--- src/logic/fwsr_pkg.sv ---
package fwsr_pkg;

    // ------------------------------------------------------------
    // timing
    // ------------------------------------------------------------
    localparam int CLK_NS = 4;
    localparam int T_RC_NS = 120;
    localparam int T_WP_NS = 50;
    localparam int T_RCV_NS = 20;
    localparam int RD_CYC = (T_RC_NS + CLK_NS - 1) / CLK_NS;
    localparam int WR_CYC = (T_WP_NS + CLK_NS - 1) / CLK_NS;
    localparam int RCV_CYC = (T_RCV_NS + CLK_NS - 1) / CLK_NS;
    localparam logic [5:0] RD_CNT = 6'(RD_CYC);
    localparam logic [5:0] WR_CNT = 6'(WR_CYC);
    localparam logic [5:0] RCV_CNT = 6'(RCV_CYC);

    // ------------------------------------------------------------
    // flash side constants
    // ------------------------------------------------------------
    localparam logic [18:0] RST_CMD_ADDR = 19'h00000;
    localparam logic [7:0] RST_CMD_DATA = 8'hF0;
    localparam int DQ_POLL = 7;
    localparam int DQ_ACT = 6;
    localparam int DQ_TMO = 5;
    localparam int DQ_WIN = 3;
    localparam int DQ_SEC = 2;

    // ------------------------------------------------------------
    // own register map
    // ------------------------------------------------------------
    localparam logic [3:0] REG_CTRL = 4'h0;
    localparam logic [3:0] REG_ADDR = 4'h1;
    localparam logic [3:0] REG_STAT = 4'h2;
    localparam logic [3:0] REG_BYTE = 4'h3;
    localparam logic [3:0] REG_INT = 4'h4;
    localparam logic [3:0] REG_MASK = 4'h5;
    localparam int CTRL_START = 0;
    localparam int CTRL_STOP = 1;
    localparam int CTRL_RESET = 2;
    localparam int CTRL_PEEK = 3;
    localparam logic [2:0] INT_RST = 3'h0;
    localparam int INT_DONE = 0;
    localparam int INT_FAIL = 1;
    localparam int INT_WIN = 2;
    localparam logic [18:0] ADDR_RST = 19'h00000;

    typedef enum logic [2:0] {
        S_IDLE = 3'b000,
        S_RD1 = 3'b001,
        S_RD2 = 3'b010,
        S_RD3 = 3'b011,
        S_RD4 = 3'b100,
        S_RST = 3'b101,
        S_ONE = 3'b110
    } fwsr_state_t;

    typedef enum logic [1:0] {
        C_IDLE = 2'b00,
        C_STRB = 2'b01,
        C_RCVR = 2'b10
    } fwsr_phase_t;

endpackage

--- src/logic/fwsr_cyc_if.sv ---
`timescale 1ns/10ps
interface fwsr_cyc_if;
    logic req;
    logic wr;
    logic [18:0] addr;
    logic [7:0] wdata;
    logic done;
    logic [7:0] rdata;
    modport ctrl (output req, output wr, output addr, output wdata, input done, input rdata);
    modport eng (input req, input wr, input addr, input wdata, output done, output rdata);
endinterface

--- src/logic/fwsr_top.sv ---
`timescale 1ns/10ps
module fwsr_top import fwsr_pkg::*; (
    // clock, reset, enable
    input wire logic clk_in,
    input wire logic reset_in,
    input wire logic ce_in,
    // register port
    input wire logic [3:0] reg_addr_in,
    input wire logic [31:0] reg_wdata_in,
    input wire logic reg_wr_in,
    input wire logic reg_rd_in,
    output logic [31:0] reg_rdata_out,
    // interrupt
    output logic irq_out,
    // flash pins
    output logic [18:0] flash_addr_out,
    output logic flash_ce_n_out,
    output logic flash_oe_n_out,
    output logic flash_we_n_out,
    input wire logic [7:0] flash_dq_in,
    output logic [7:0] flash_dq_out,
    output logic flash_dq_oe_n_out
);

    // ------------------------------------------------------------
    // state
    // ------------------------------------------------------------
    typedef struct packed {
        fwsr_state_t st;
        logic issued;
        logic req;
        logic wr;
        logic [18:0] caddr;
        logic [7:0] wdata;
        logic [7:0] first;
        logic [7:0] last;
        logic [18:0] addr;
        logic busy;
        logic ok;
        logic fail;
        logic stopped;
        logic act_tgl;
        logic sec_tgl;
        logic win;
        logic tmo;
        logic poll_bit;
        logic stop_req;
        logic [2:0] ist;
        logic [2:0] imsk;
        logic [31:0] rdata;
        logic irq;
    } fwsr_regs_t;

    localparam fwsr_regs_t REGS_RST = '{
        st: S_IDLE,
        issued: 1'b0,
        req: 1'b0,
        wr: 1'b0,
        caddr: ADDR_RST,
        wdata: 8'h00,
        first: 8'h00,
        last: 8'h00,
        addr: ADDR_RST,
        busy: 1'b0,
        ok: 1'b0,
        fail: 1'b0,
        stopped: 1'b0,
        act_tgl: 1'b0,
        sec_tgl: 1'b0,
        win: 1'b0,
        tmo: 1'b0,
        poll_bit: 1'b0,
        stop_req: 1'b0,
        ist: INT_RST,
        imsk: INT_RST,
        rdata: 32'h00000000,
        irq: 1'b0
    };

    fwsr_regs_t r;
    fwsr_regs_t n;

    fwsr_cyc_if cyc ();

    // ------------------------------------------------------------
    // helpers
    // ------------------------------------------------------------
    function automatic logic toggled(input logic [7:0] a, input logic [7:0] b, input int pos);
        toggled = a[pos] ^ b[pos];
    endfunction

    function automatic logic [31:0] status_word(input fwsr_regs_t s);
        status_word = {24'h000000, s.poll_bit, s.tmo, s.win, s.sec_tgl,
                       s.act_tgl, s.stopped, s.fail, s.ok} | {31'h00000000, 1'b0};
        status_word[8] = s.busy;
    endfunction

    // ------------------------------------------------------------
    // sequencer and registers
    // ------------------------------------------------------------
    always_comb begin
        logic [2:0] ev;
        logic [2:0] clr;
        logic go;
        logic [7:0] rb;
        ev = 3'h0;
        clr = 3'h0;
        go = 1'b0;
        rb = cyc.rdata;
        n = r;
        n.req = 1'b0;
        n.rdata = 32'h00000000;

        // register writes
        if (reg_wr_in) begin
            unique case (reg_addr_in)
                REG_CTRL: begin
                    if (reg_wdata_in[CTRL_STOP] && r.busy) begin
                        n.stop_req = 1'b1;
                    end
                    go = 1'b1;
                end
                REG_ADDR: begin
                    n.addr = reg_wdata_in[18:0];
                end
                REG_INT: begin
                    clr = reg_wdata_in[2:0];
                end
                REG_MASK: begin
                    n.imsk = reg_wdata_in[2:0];
                end
                default: begin
                end
            endcase
        end

        // register reads, answered in the following cycle
        if (reg_rd_in) begin
            unique case (reg_addr_in)
                REG_CTRL: n.rdata = 32'h00000000;
                REG_ADDR: n.rdata = {13'h0000, r.addr};
                REG_STAT: n.rdata = status_word(r);
                REG_BYTE: n.rdata = {24'h000000, r.last};
                REG_INT: n.rdata = {29'h00000000, r.ist};
                REG_MASK: n.rdata = {29'h00000000, r.imsk};
                default: n.rdata = 32'h00000000;
            endcase
        end

        // issue one bus cycle per state visit
        if (r.st != S_IDLE && !r.issued) begin
            n.issued = 1'b1;
            n.req = 1'b1;
            if (r.st == S_RST) begin
                n.wr = 1'b1;
                n.caddr = RST_CMD_ADDR;
                n.wdata = RST_CMD_DATA;
            end else begin
                n.wr = 1'b0;
                // status reads use the address software placed in a selected sector
                n.caddr = r.addr;
                n.wdata = 8'h00;
            end
        end

        // watch the window timer bit on every completed read
        if (cyc.done && !r.wr) begin
            n.last = rb;
            n.tmo = rb[DQ_TMO];
            n.poll_bit = rb[DQ_POLL];
            n.win = rb[DQ_WIN];
            if (rb[DQ_WIN] && !r.win) begin
                ev[INT_WIN] = 1'b1;
            end
        end

        unique case (r.st)
            S_IDLE: begin
                if (go && reg_wdata_in[CTRL_RESET]) begin
                    n.st = S_RST;
                    n.busy = 1'b1;
                    n.issued = 1'b0;
                end else if (go && reg_wdata_in[CTRL_START]) begin
                    // every start begins with a fresh double read
                    n.st = S_RD1;
                    n.busy = 1'b1;
                    n.ok = 1'b0;
                    n.fail = 1'b0;
                    n.stopped = 1'b0;
                    n.stop_req = 1'b0;
                    n.issued = 1'b0;
                end else if (go && reg_wdata_in[CTRL_PEEK]) begin
                    n.st = S_ONE;
                    n.busy = 1'b1;
                    n.issued = 1'b0;
                end
            end
            S_RD1: begin
                if (cyc.done) begin
                    n.first = rb;
                    n.st = S_RD2;
                    n.issued = 1'b0;
                end
            end
            S_RD2: begin
                if (cyc.done) begin
                    n.issued = 1'b0;
                    // both toggle bits are reported; completion follows the activity bit
                    n.act_tgl = toggled(r.first, rb, DQ_ACT);
                    n.sec_tgl = toggled(r.first, rb, DQ_SEC);
                    if (!toggled(r.first, rb, DQ_ACT)) begin
                        n.st = S_IDLE;
                        n.busy = 1'b0;
                        n.ok = 1'b1;
                        ev[INT_DONE] = 1'b1;
                    end else if (rb[DQ_TMO]) begin
                        // toggling may have stopped just as the fail bit rose
                        n.st = S_RD3;
                    end else if (r.stop_req) begin
                        // abandoned here; status is stale until the next start
                        n.st = S_IDLE;
                        n.busy = 1'b0;
                        n.stopped = 1'b1;
                        n.stop_req = 1'b0;
                    end else begin
                        n.st = S_RD1;
                    end
                end
            end
            S_RD3: begin
                if (cyc.done) begin
                    n.first = rb;
                    n.st = S_RD4;
                    n.issued = 1'b0;
                end
            end
            S_RD4: begin
                if (cyc.done) begin
                    n.issued = 1'b0;
                    n.act_tgl = toggled(r.first, rb, DQ_ACT);
                    n.sec_tgl = toggled(r.first, rb, DQ_SEC);
                    if (!toggled(r.first, rb, DQ_ACT)) begin
                        n.st = S_IDLE;
                        n.busy = 1'b0;
                        n.ok = 1'b1;
                        ev[INT_DONE] = 1'b1;
                    end else begin
                        // failed operation leaves the flash in status mode until reset
                        n.st = S_RST;
                        n.fail = 1'b1;
                    end
                end
            end
            S_RST: begin
                if (cyc.done) begin
                    n.st = S_IDLE;
                    n.busy = 1'b0;
                    n.issued = 1'b0;
                    n.stop_req = 1'b0;
                    if (r.fail) begin
                        ev[INT_FAIL] = 1'b1;
                    end
                end
            end
            S_ONE: begin
                if (cyc.done) begin
                    n.st = S_IDLE;
                    n.busy = 1'b0;
                    n.issued = 1'b0;
                end
            end
            default: begin
                n.st = S_IDLE;
                n.busy = 1'b0;
                n.issued = 1'b0;
            end
        endcase

        // sticky events: a new event wins over a clear in the same cycle
        n.ist = (r.ist & ~clr) | ev;
        n.irq = |(n.ist & n.imsk);
    end

    always_ff @(posedge clk_in or posedge reset_in) begin
        if (reset_in) begin
            r <= REGS_RST;
        end else if (ce_in) begin
            r <= n;
        end
    end

    // ------------------------------------------------------------
    // bus cycle engine
    // ------------------------------------------------------------
    assign cyc.req = r.req;
    assign cyc.wr = r.wr;
    assign cyc.addr = r.caddr;
    assign cyc.wdata = r.wdata;

    fwsr_cycle fwsr_cycle_inst (
        .clk_in(clk_in),
        .reset_in(reset_in),
        .ce_in(ce_in),
        .cyc(cyc),
        .dq_in(flash_dq_in),
        .addr_out(flash_addr_out),
        .ce_n_out(flash_ce_n_out),
        .oe_n_out(flash_oe_n_out),
        .we_n_out(flash_we_n_out),
        .dq_out(flash_dq_out),
        .dq_oe_n_out(flash_dq_oe_n_out)
    );

    // ------------------------------------------------------------
    // outputs
    // ------------------------------------------------------------
    assign reg_rdata_out = r.rdata;
    assign irq_out = r.irq;

endmodule

--- src/logic/fwsr_cycle.sv ---
`timescale 1ns/10ps
module fwsr_cycle import fwsr_pkg::*; (
    // clock and reset
    input wire logic clk_in,
    input wire logic reset_in,
    input wire logic ce_in,
    // request side
    fwsr_cyc_if.eng cyc,
    // flash data input
    input wire logic [7:0] dq_in,
    // flash pins
    output logic [18:0] addr_out,
    output logic ce_n_out,
    output logic oe_n_out,
    output logic we_n_out,
    output logic [7:0] dq_out,
    output logic dq_oe_n_out
);

    typedef struct packed {
        fwsr_phase_t ph;
        logic [5:0] cnt;
        logic wr;
        logic done;
        logic [7:0] rdata;
        logic [18:0] addr;
        logic [7:0] dout;
        logic ce_n;
        logic oe_n;
        logic we_n;
        logic dq_oe_n;
    } fwsr_cyc_t;

    localparam fwsr_cyc_t CYC_RST = '{C_IDLE, 6'h00, 1'b0, 1'b0, 8'h00, 19'h00000, 8'h00,
                                      1'b1, 1'b1, 1'b1, 1'b1};

    fwsr_cyc_t r;
    fwsr_cyc_t n;

    always_comb begin
        n = r;
        n.done = 1'b0;
        unique case (r.ph)
            C_IDLE: begin
                if (cyc.req) begin
                    n.wr = cyc.wr;
                    n.addr = cyc.addr;
                    n.dout = cyc.wdata;
                    n.ce_n = 1'b0;
                    n.ph = C_STRB;
                    if (cyc.wr) begin
                        n.we_n = 1'b0;
                        n.dq_oe_n = 1'b0;
                        n.cnt = WR_CNT;
                    end else begin
                        // both strobes frame every read, since toggles advance only once both are low
                        n.oe_n = 1'b0;
                        n.cnt = RD_CNT;
                    end
                end
            end
            C_STRB: begin
                if (r.cnt == 6'h01) begin
                    if (!r.wr) begin
                        n.rdata = dq_in;
                    end
                    // strobes return high so the next read is a fresh cycle
                    n.ce_n = 1'b1;
                    n.oe_n = 1'b1;
                    n.we_n = 1'b1;
                    n.cnt = RCV_CNT;
                    n.ph = C_RCVR;
                end else begin
                    n.cnt = r.cnt - 6'h01;
                end
            end
            C_RCVR: begin
                if (r.cnt == 6'h01) begin
                    // data held past the write strobe rising edge
                    n.dq_oe_n = 1'b1;
                    n.done = 1'b1;
                    n.ph = C_IDLE;
                end else begin
                    n.cnt = r.cnt - 6'h01;
                end
            end
            default: begin
                n = CYC_RST;
            end
        endcase
    end

    always_ff @(posedge clk_in or posedge reset_in) begin
        if (reset_in) begin
            r <= CYC_RST;
        end else if (ce_in) begin
            r <= n;
        end
    end

    assign cyc.done = r.done;
    assign cyc.rdata = r.rdata;
    assign addr_out = r.addr;
    assign ce_n_out = r.ce_n;
    assign oe_n_out = r.oe_n;
    assign we_n_out = r.we_n;
    assign dq_out = r.dout;
    assign dq_oe_n_out = r.dq_oe_n;

endmodule

--- config.mk ---
export PLATFORM = sky130hd
export DESIGN_NAME = fwsr_top
export DESIGN_NICKNAME = d
export VERILOG_FILES = /design/src/logic/fwsr_pkg.sv /design/src/logic/fwsr_cyc_if.sv /design/src/logic/fwsr_top.sv /design/src/logic/fwsr_cycle.sv
export SDC_FILE = /design/constraint.sdc
export NUM_CORES = 1
export LEC_CHECK = 0
export BUFFER_PORTS_ARGS = -buffer_cell sky130_fd_sc_hd__buf_2
export CAP_MARGIN = 20
export CORE_AREA = 4 4 123 125
export CTS_CLUSTER_SIZE = 8
export DETAILED_ROUTE_END_ITERATION = 8
export DIE_AREA = 0 0 127 129
export PLACE_DENSITY = 0.68
export SYNTH_ARGS = -nofsm -noshare
export SYNTH_HDL_FRONTEND = slang
export SYNTH_SLANG_ARGS = --single-unit
--- constraint.sdc ---
create_clock -name clk_in -period 8.9 [get_ports clk_in]
set_input_delay 0.445 -clock clk_in [delete_from_list [all_inputs] [get_ports clk_in]]
set_output_delay 0.445 -clock clk_in [all_outputs]
set_load 0.02 [all_outputs]
==> out/metrics.csv <==
metric,value,unit
router iterations before antenna repair,5,
share of layout cells above drive strength 1,22.0,%
count of final hold-check violations,0,
Clock Sinks,128,
RR Endpoint,fwsr_cycle_inst.addr_out[6],
crit-path max cell delay,0.70,ns
Main synth FF type,dfrtp_1,
Die W,127,um
drt drc,0,
total track usage,18.2,%
worst vdd ir,0.142,mV
# setup viols final,0,
final worst path period share,29.7,%
Inserted Diodes,0,
post_cts resized,0,
"CP delay by family, top",simple AND/OR/NAND/NOR gates,
Rel. slew slack,35.4,%
Crit. End Element,flip-flop,
post-route setup TNS,0,ns
DR WL/cell,16.0,um
cts hold-fix bufs,0,
Total Wirelength,14200,um
unique cell type count in the Yosys netlist,67,
critical path class,reg -> reg,
CTS root buffer,clkbuf_16,
max-slew violations,0,
Initial Util,46.5,%
R2R Setup Slk,6.25,ns
status,"complete, no violations",
GRT overflow,0,
placed insts,853,
CTS tree,done,
worst-margin pin slew,0.969,ns
initial antenna violation count,0,
CP bufs+invs,1,
Die Y,129,um
final std cells w/o fill,884,
CP Max Fanout,26,
"Data arrival, critical path",2.99,ns
top cell type's share of synthesized area,48.0,%
#FFs+latches synth,128,
Leak Pwr,3.44,nW
IO buf count,82,
number of global-route vias before repair,4617,
Area contributors post-synth,"dfrtp_1, nand2_1, buf_4",
P per Cell Area,259,mW/mm2
max-cap viol count,0,
slowest stage cell on the critical path,ha_1,
Final HPWL DP,9940,um
IO Count,113,
crit path cell chain,"inv_1, ha_1, nand2b_1, and2_1, nand2b_1, nand2_1, nand2_1",
"area leader, netlist",dfrtp_1,
RD Place Congestion,0.865,
Layout area overhead,10.6,%
nets@finish,747,
Clock Pin Slew Worst Setup and Hold Paths,0.05,ns
RR Startpoint,fwsr_cycle_inst.r[47],
HP Class,in -> async,
startpoint types,flip-flop,
number of enable flip-flop cells after synthesis,0,
Gate Count Post-Synth,666,
via count,4603,
H-tree level count,4,
WP data required,9.24,ns
fill cell count,1284,
CTS Buffer Depth,2,
RSZ-0062 raised after global routing,no,
Clock Skews,0.00766,ns
vias per cell,5.21,
Worst-Skew Late Latency,0.41,ns
first-pass GRT wire length,23700,um
Rows,43,
Synth warnings,0,
Final Critical Period,2.65,ns
CTS Buf Count,17,
largest net degree at the start of global routing,69,
reg2reg path depth,7,
Antenna Nets Post-Route,0,
highest clock rate,0.378,GHz
Die ar.,0.0164,mm2
"Avg Cell Area, Syn",9.70,um2
"Seq/Total Area, Yosys",49.7,%
Mapped Area,0.00646,mm2
Core ar.,0.0139,mm2
postcts setup bufs,0,
drt initial violations,317,
asr flop ratio synth,100,%
[placed cells by master, fill, tap and decap left out, types with 5 or more instances in the layout]
cell,synthesis,routed
o21ai_0,11,11
nor3_1,7,7
inv_1,34,33
a21oi_1,13,13
clkbuf_16,0,17
a22o_1,6,6
a21o_1,6,6
o22ai_1,10,10
ha_1,6,6
mux2_1,21,21
dfrtp_1,124,124
nand2b_1,9,9
a22oi_1,5,5
a31oi_1,5,5
buf_2,14,82
o21ai_1,48,48
nand3_1,27,27
conb_1,1,17
nor2_1,22,22
mux2_2,17,17
nand2_1,127,127
[sequential cells by signal, indices dropped and copies added, names as in the netlist]
| register | flops |
|---|---|
| fwsr_cycle_inst.r | 8 |
| reg_rdata_out | 19 |
| r | 46 |
| fwsr_cycle_inst.cyc.done | 1 |
| fwsr_cycle_inst.ce_n_out | 1 |
| fwsr_cycle_inst.cyc.rdata | 8 |
| irq_out | 1 |
| cyc.req | 1 |
| fwsr_cycle_inst.oe_n_out | 1 |
| fwsr_cycle_inst.dq_oe_n_out | 1 |
| fwsr_cycle_inst.we_n_out | 1 |
| fwsr_cycle_inst.addr_out | 19 |
| fwsr_cycle_inst.dq_out | 1 |
| cyc.addr | 19 |
| cyc.wdata | 1 |
[worst max path at each step]
stage / start / endpoint / slack [ns] / cells after the start
floorplan: reset_in / cyc.addr[0] / 5.05 / 1
global placement: fwsr_cycle_inst.r[47] / fwsr_cycle_inst.dq_out[6] / 6.36 / 7
detailed placement: fwsr_cycle_inst.r[47] / fwsr_cycle_inst.addr_out[14] / 6.29 / 7
CTS: fwsr_cycle_inst.r[47] / fwsr_cycle_inst.addr_out[6] / 6.24 / 7
global route: fwsr_cycle_inst.r[47] / fwsr_cycle_inst.addr_out[6] / 5.93 / 7
finish: fwsr_cycle_inst.r[47] / fwsr_cycle_inst.addr_out[6] / 6.25 / 7
[per-layer routing]
| layer | global-route usage, % | share of wire, % |
|---|---|---|
| met1 | 25.1 | 47 |
| met2 | 28.5 | 47 |
| met3 | 5.19 | 5.0 |
| met4 | 4.86 | 0.99 |
| met5 | 0 | 0 |
[cell usage after synthesis (5+ instances only)]
cell type and number:
a22o_1 6, a21o_1 6, buf_4 59, clkbuf_1 20, nand2b_1 9, nand2_1 127, ha_1 6, dfrtp_1 124
nor2_1 22, mux2_1 21, nand3_1 27, inv_1 34, a22oi_1 5, o21ai_1 48, a21oi_1 13, a31oi_1 5
mux2_2 17, buf_2 14, o21ai_0 11, nor3_1 7, o22ai_1 10
[worst register-to-register path, cell delays in order (launching register included)]
cell      delay, ns
dfrtp_1        0.41
inv_1          0.09
ha_1           0.70
nand2b_1       0.29
and2_1         0.29
nand2b_1       0.54
nand2_1        0.16
nand2_1        0.10
[power by group]
group | internal (mW) | leakage [nW] | switching, mW
clock network | 0.409 | 0.263 | 0.244
registers | 0.700 | 1.70 | 0.0859
logic | 0.145 | 1.48 | 0.264
[cell families (layout without fill, tap and decap cells)]
group           Yosys count  count (layout)  share of synthesized area [%]
other cells               1              17                         0.0581
compound gates          129             129                           13.2
buf+inv                 130             152                           11.3
simple gates            222             222                           16.1
xor+xnor                  5               5                          0.678
mux                      45              45                           7.94
fa+ha+maj                 6               6                           1.16
flops                   128             128                           49.7
[metrics by stage]
step	worst slack, ns	hold slack [ns]	cell area [um2]	power, mW	utilization [%]
2_1_floorplan	5.05	0.440	6520	1.12	-
3_3_place_gp	6.36	0.448	6590	1.19	47.5
3_5_place_dp	6.29	0.454	6590	1.20	47.5
4_1_cts	6.24	0.198	7140	1.86	51.5
5_1_grt	5.93	0.231	7140	1.96	51.5
6_report	6.25	0.186	7140	1.85	51.5
[final cells by class]
class                   instances  area [um2]  share of cell area [%]
flip-flops and latches        128        3210                    44.9
clock buffers                  21         440                    6.16
multi-input cells             424        2580                    36.2
repair buffers                 85         433                    6.06
inverters                      36         138                    1.93
well taps                     180         225                    3.15
clock inverters                10         115                    1.61
(Power assumes the default switching activity.)
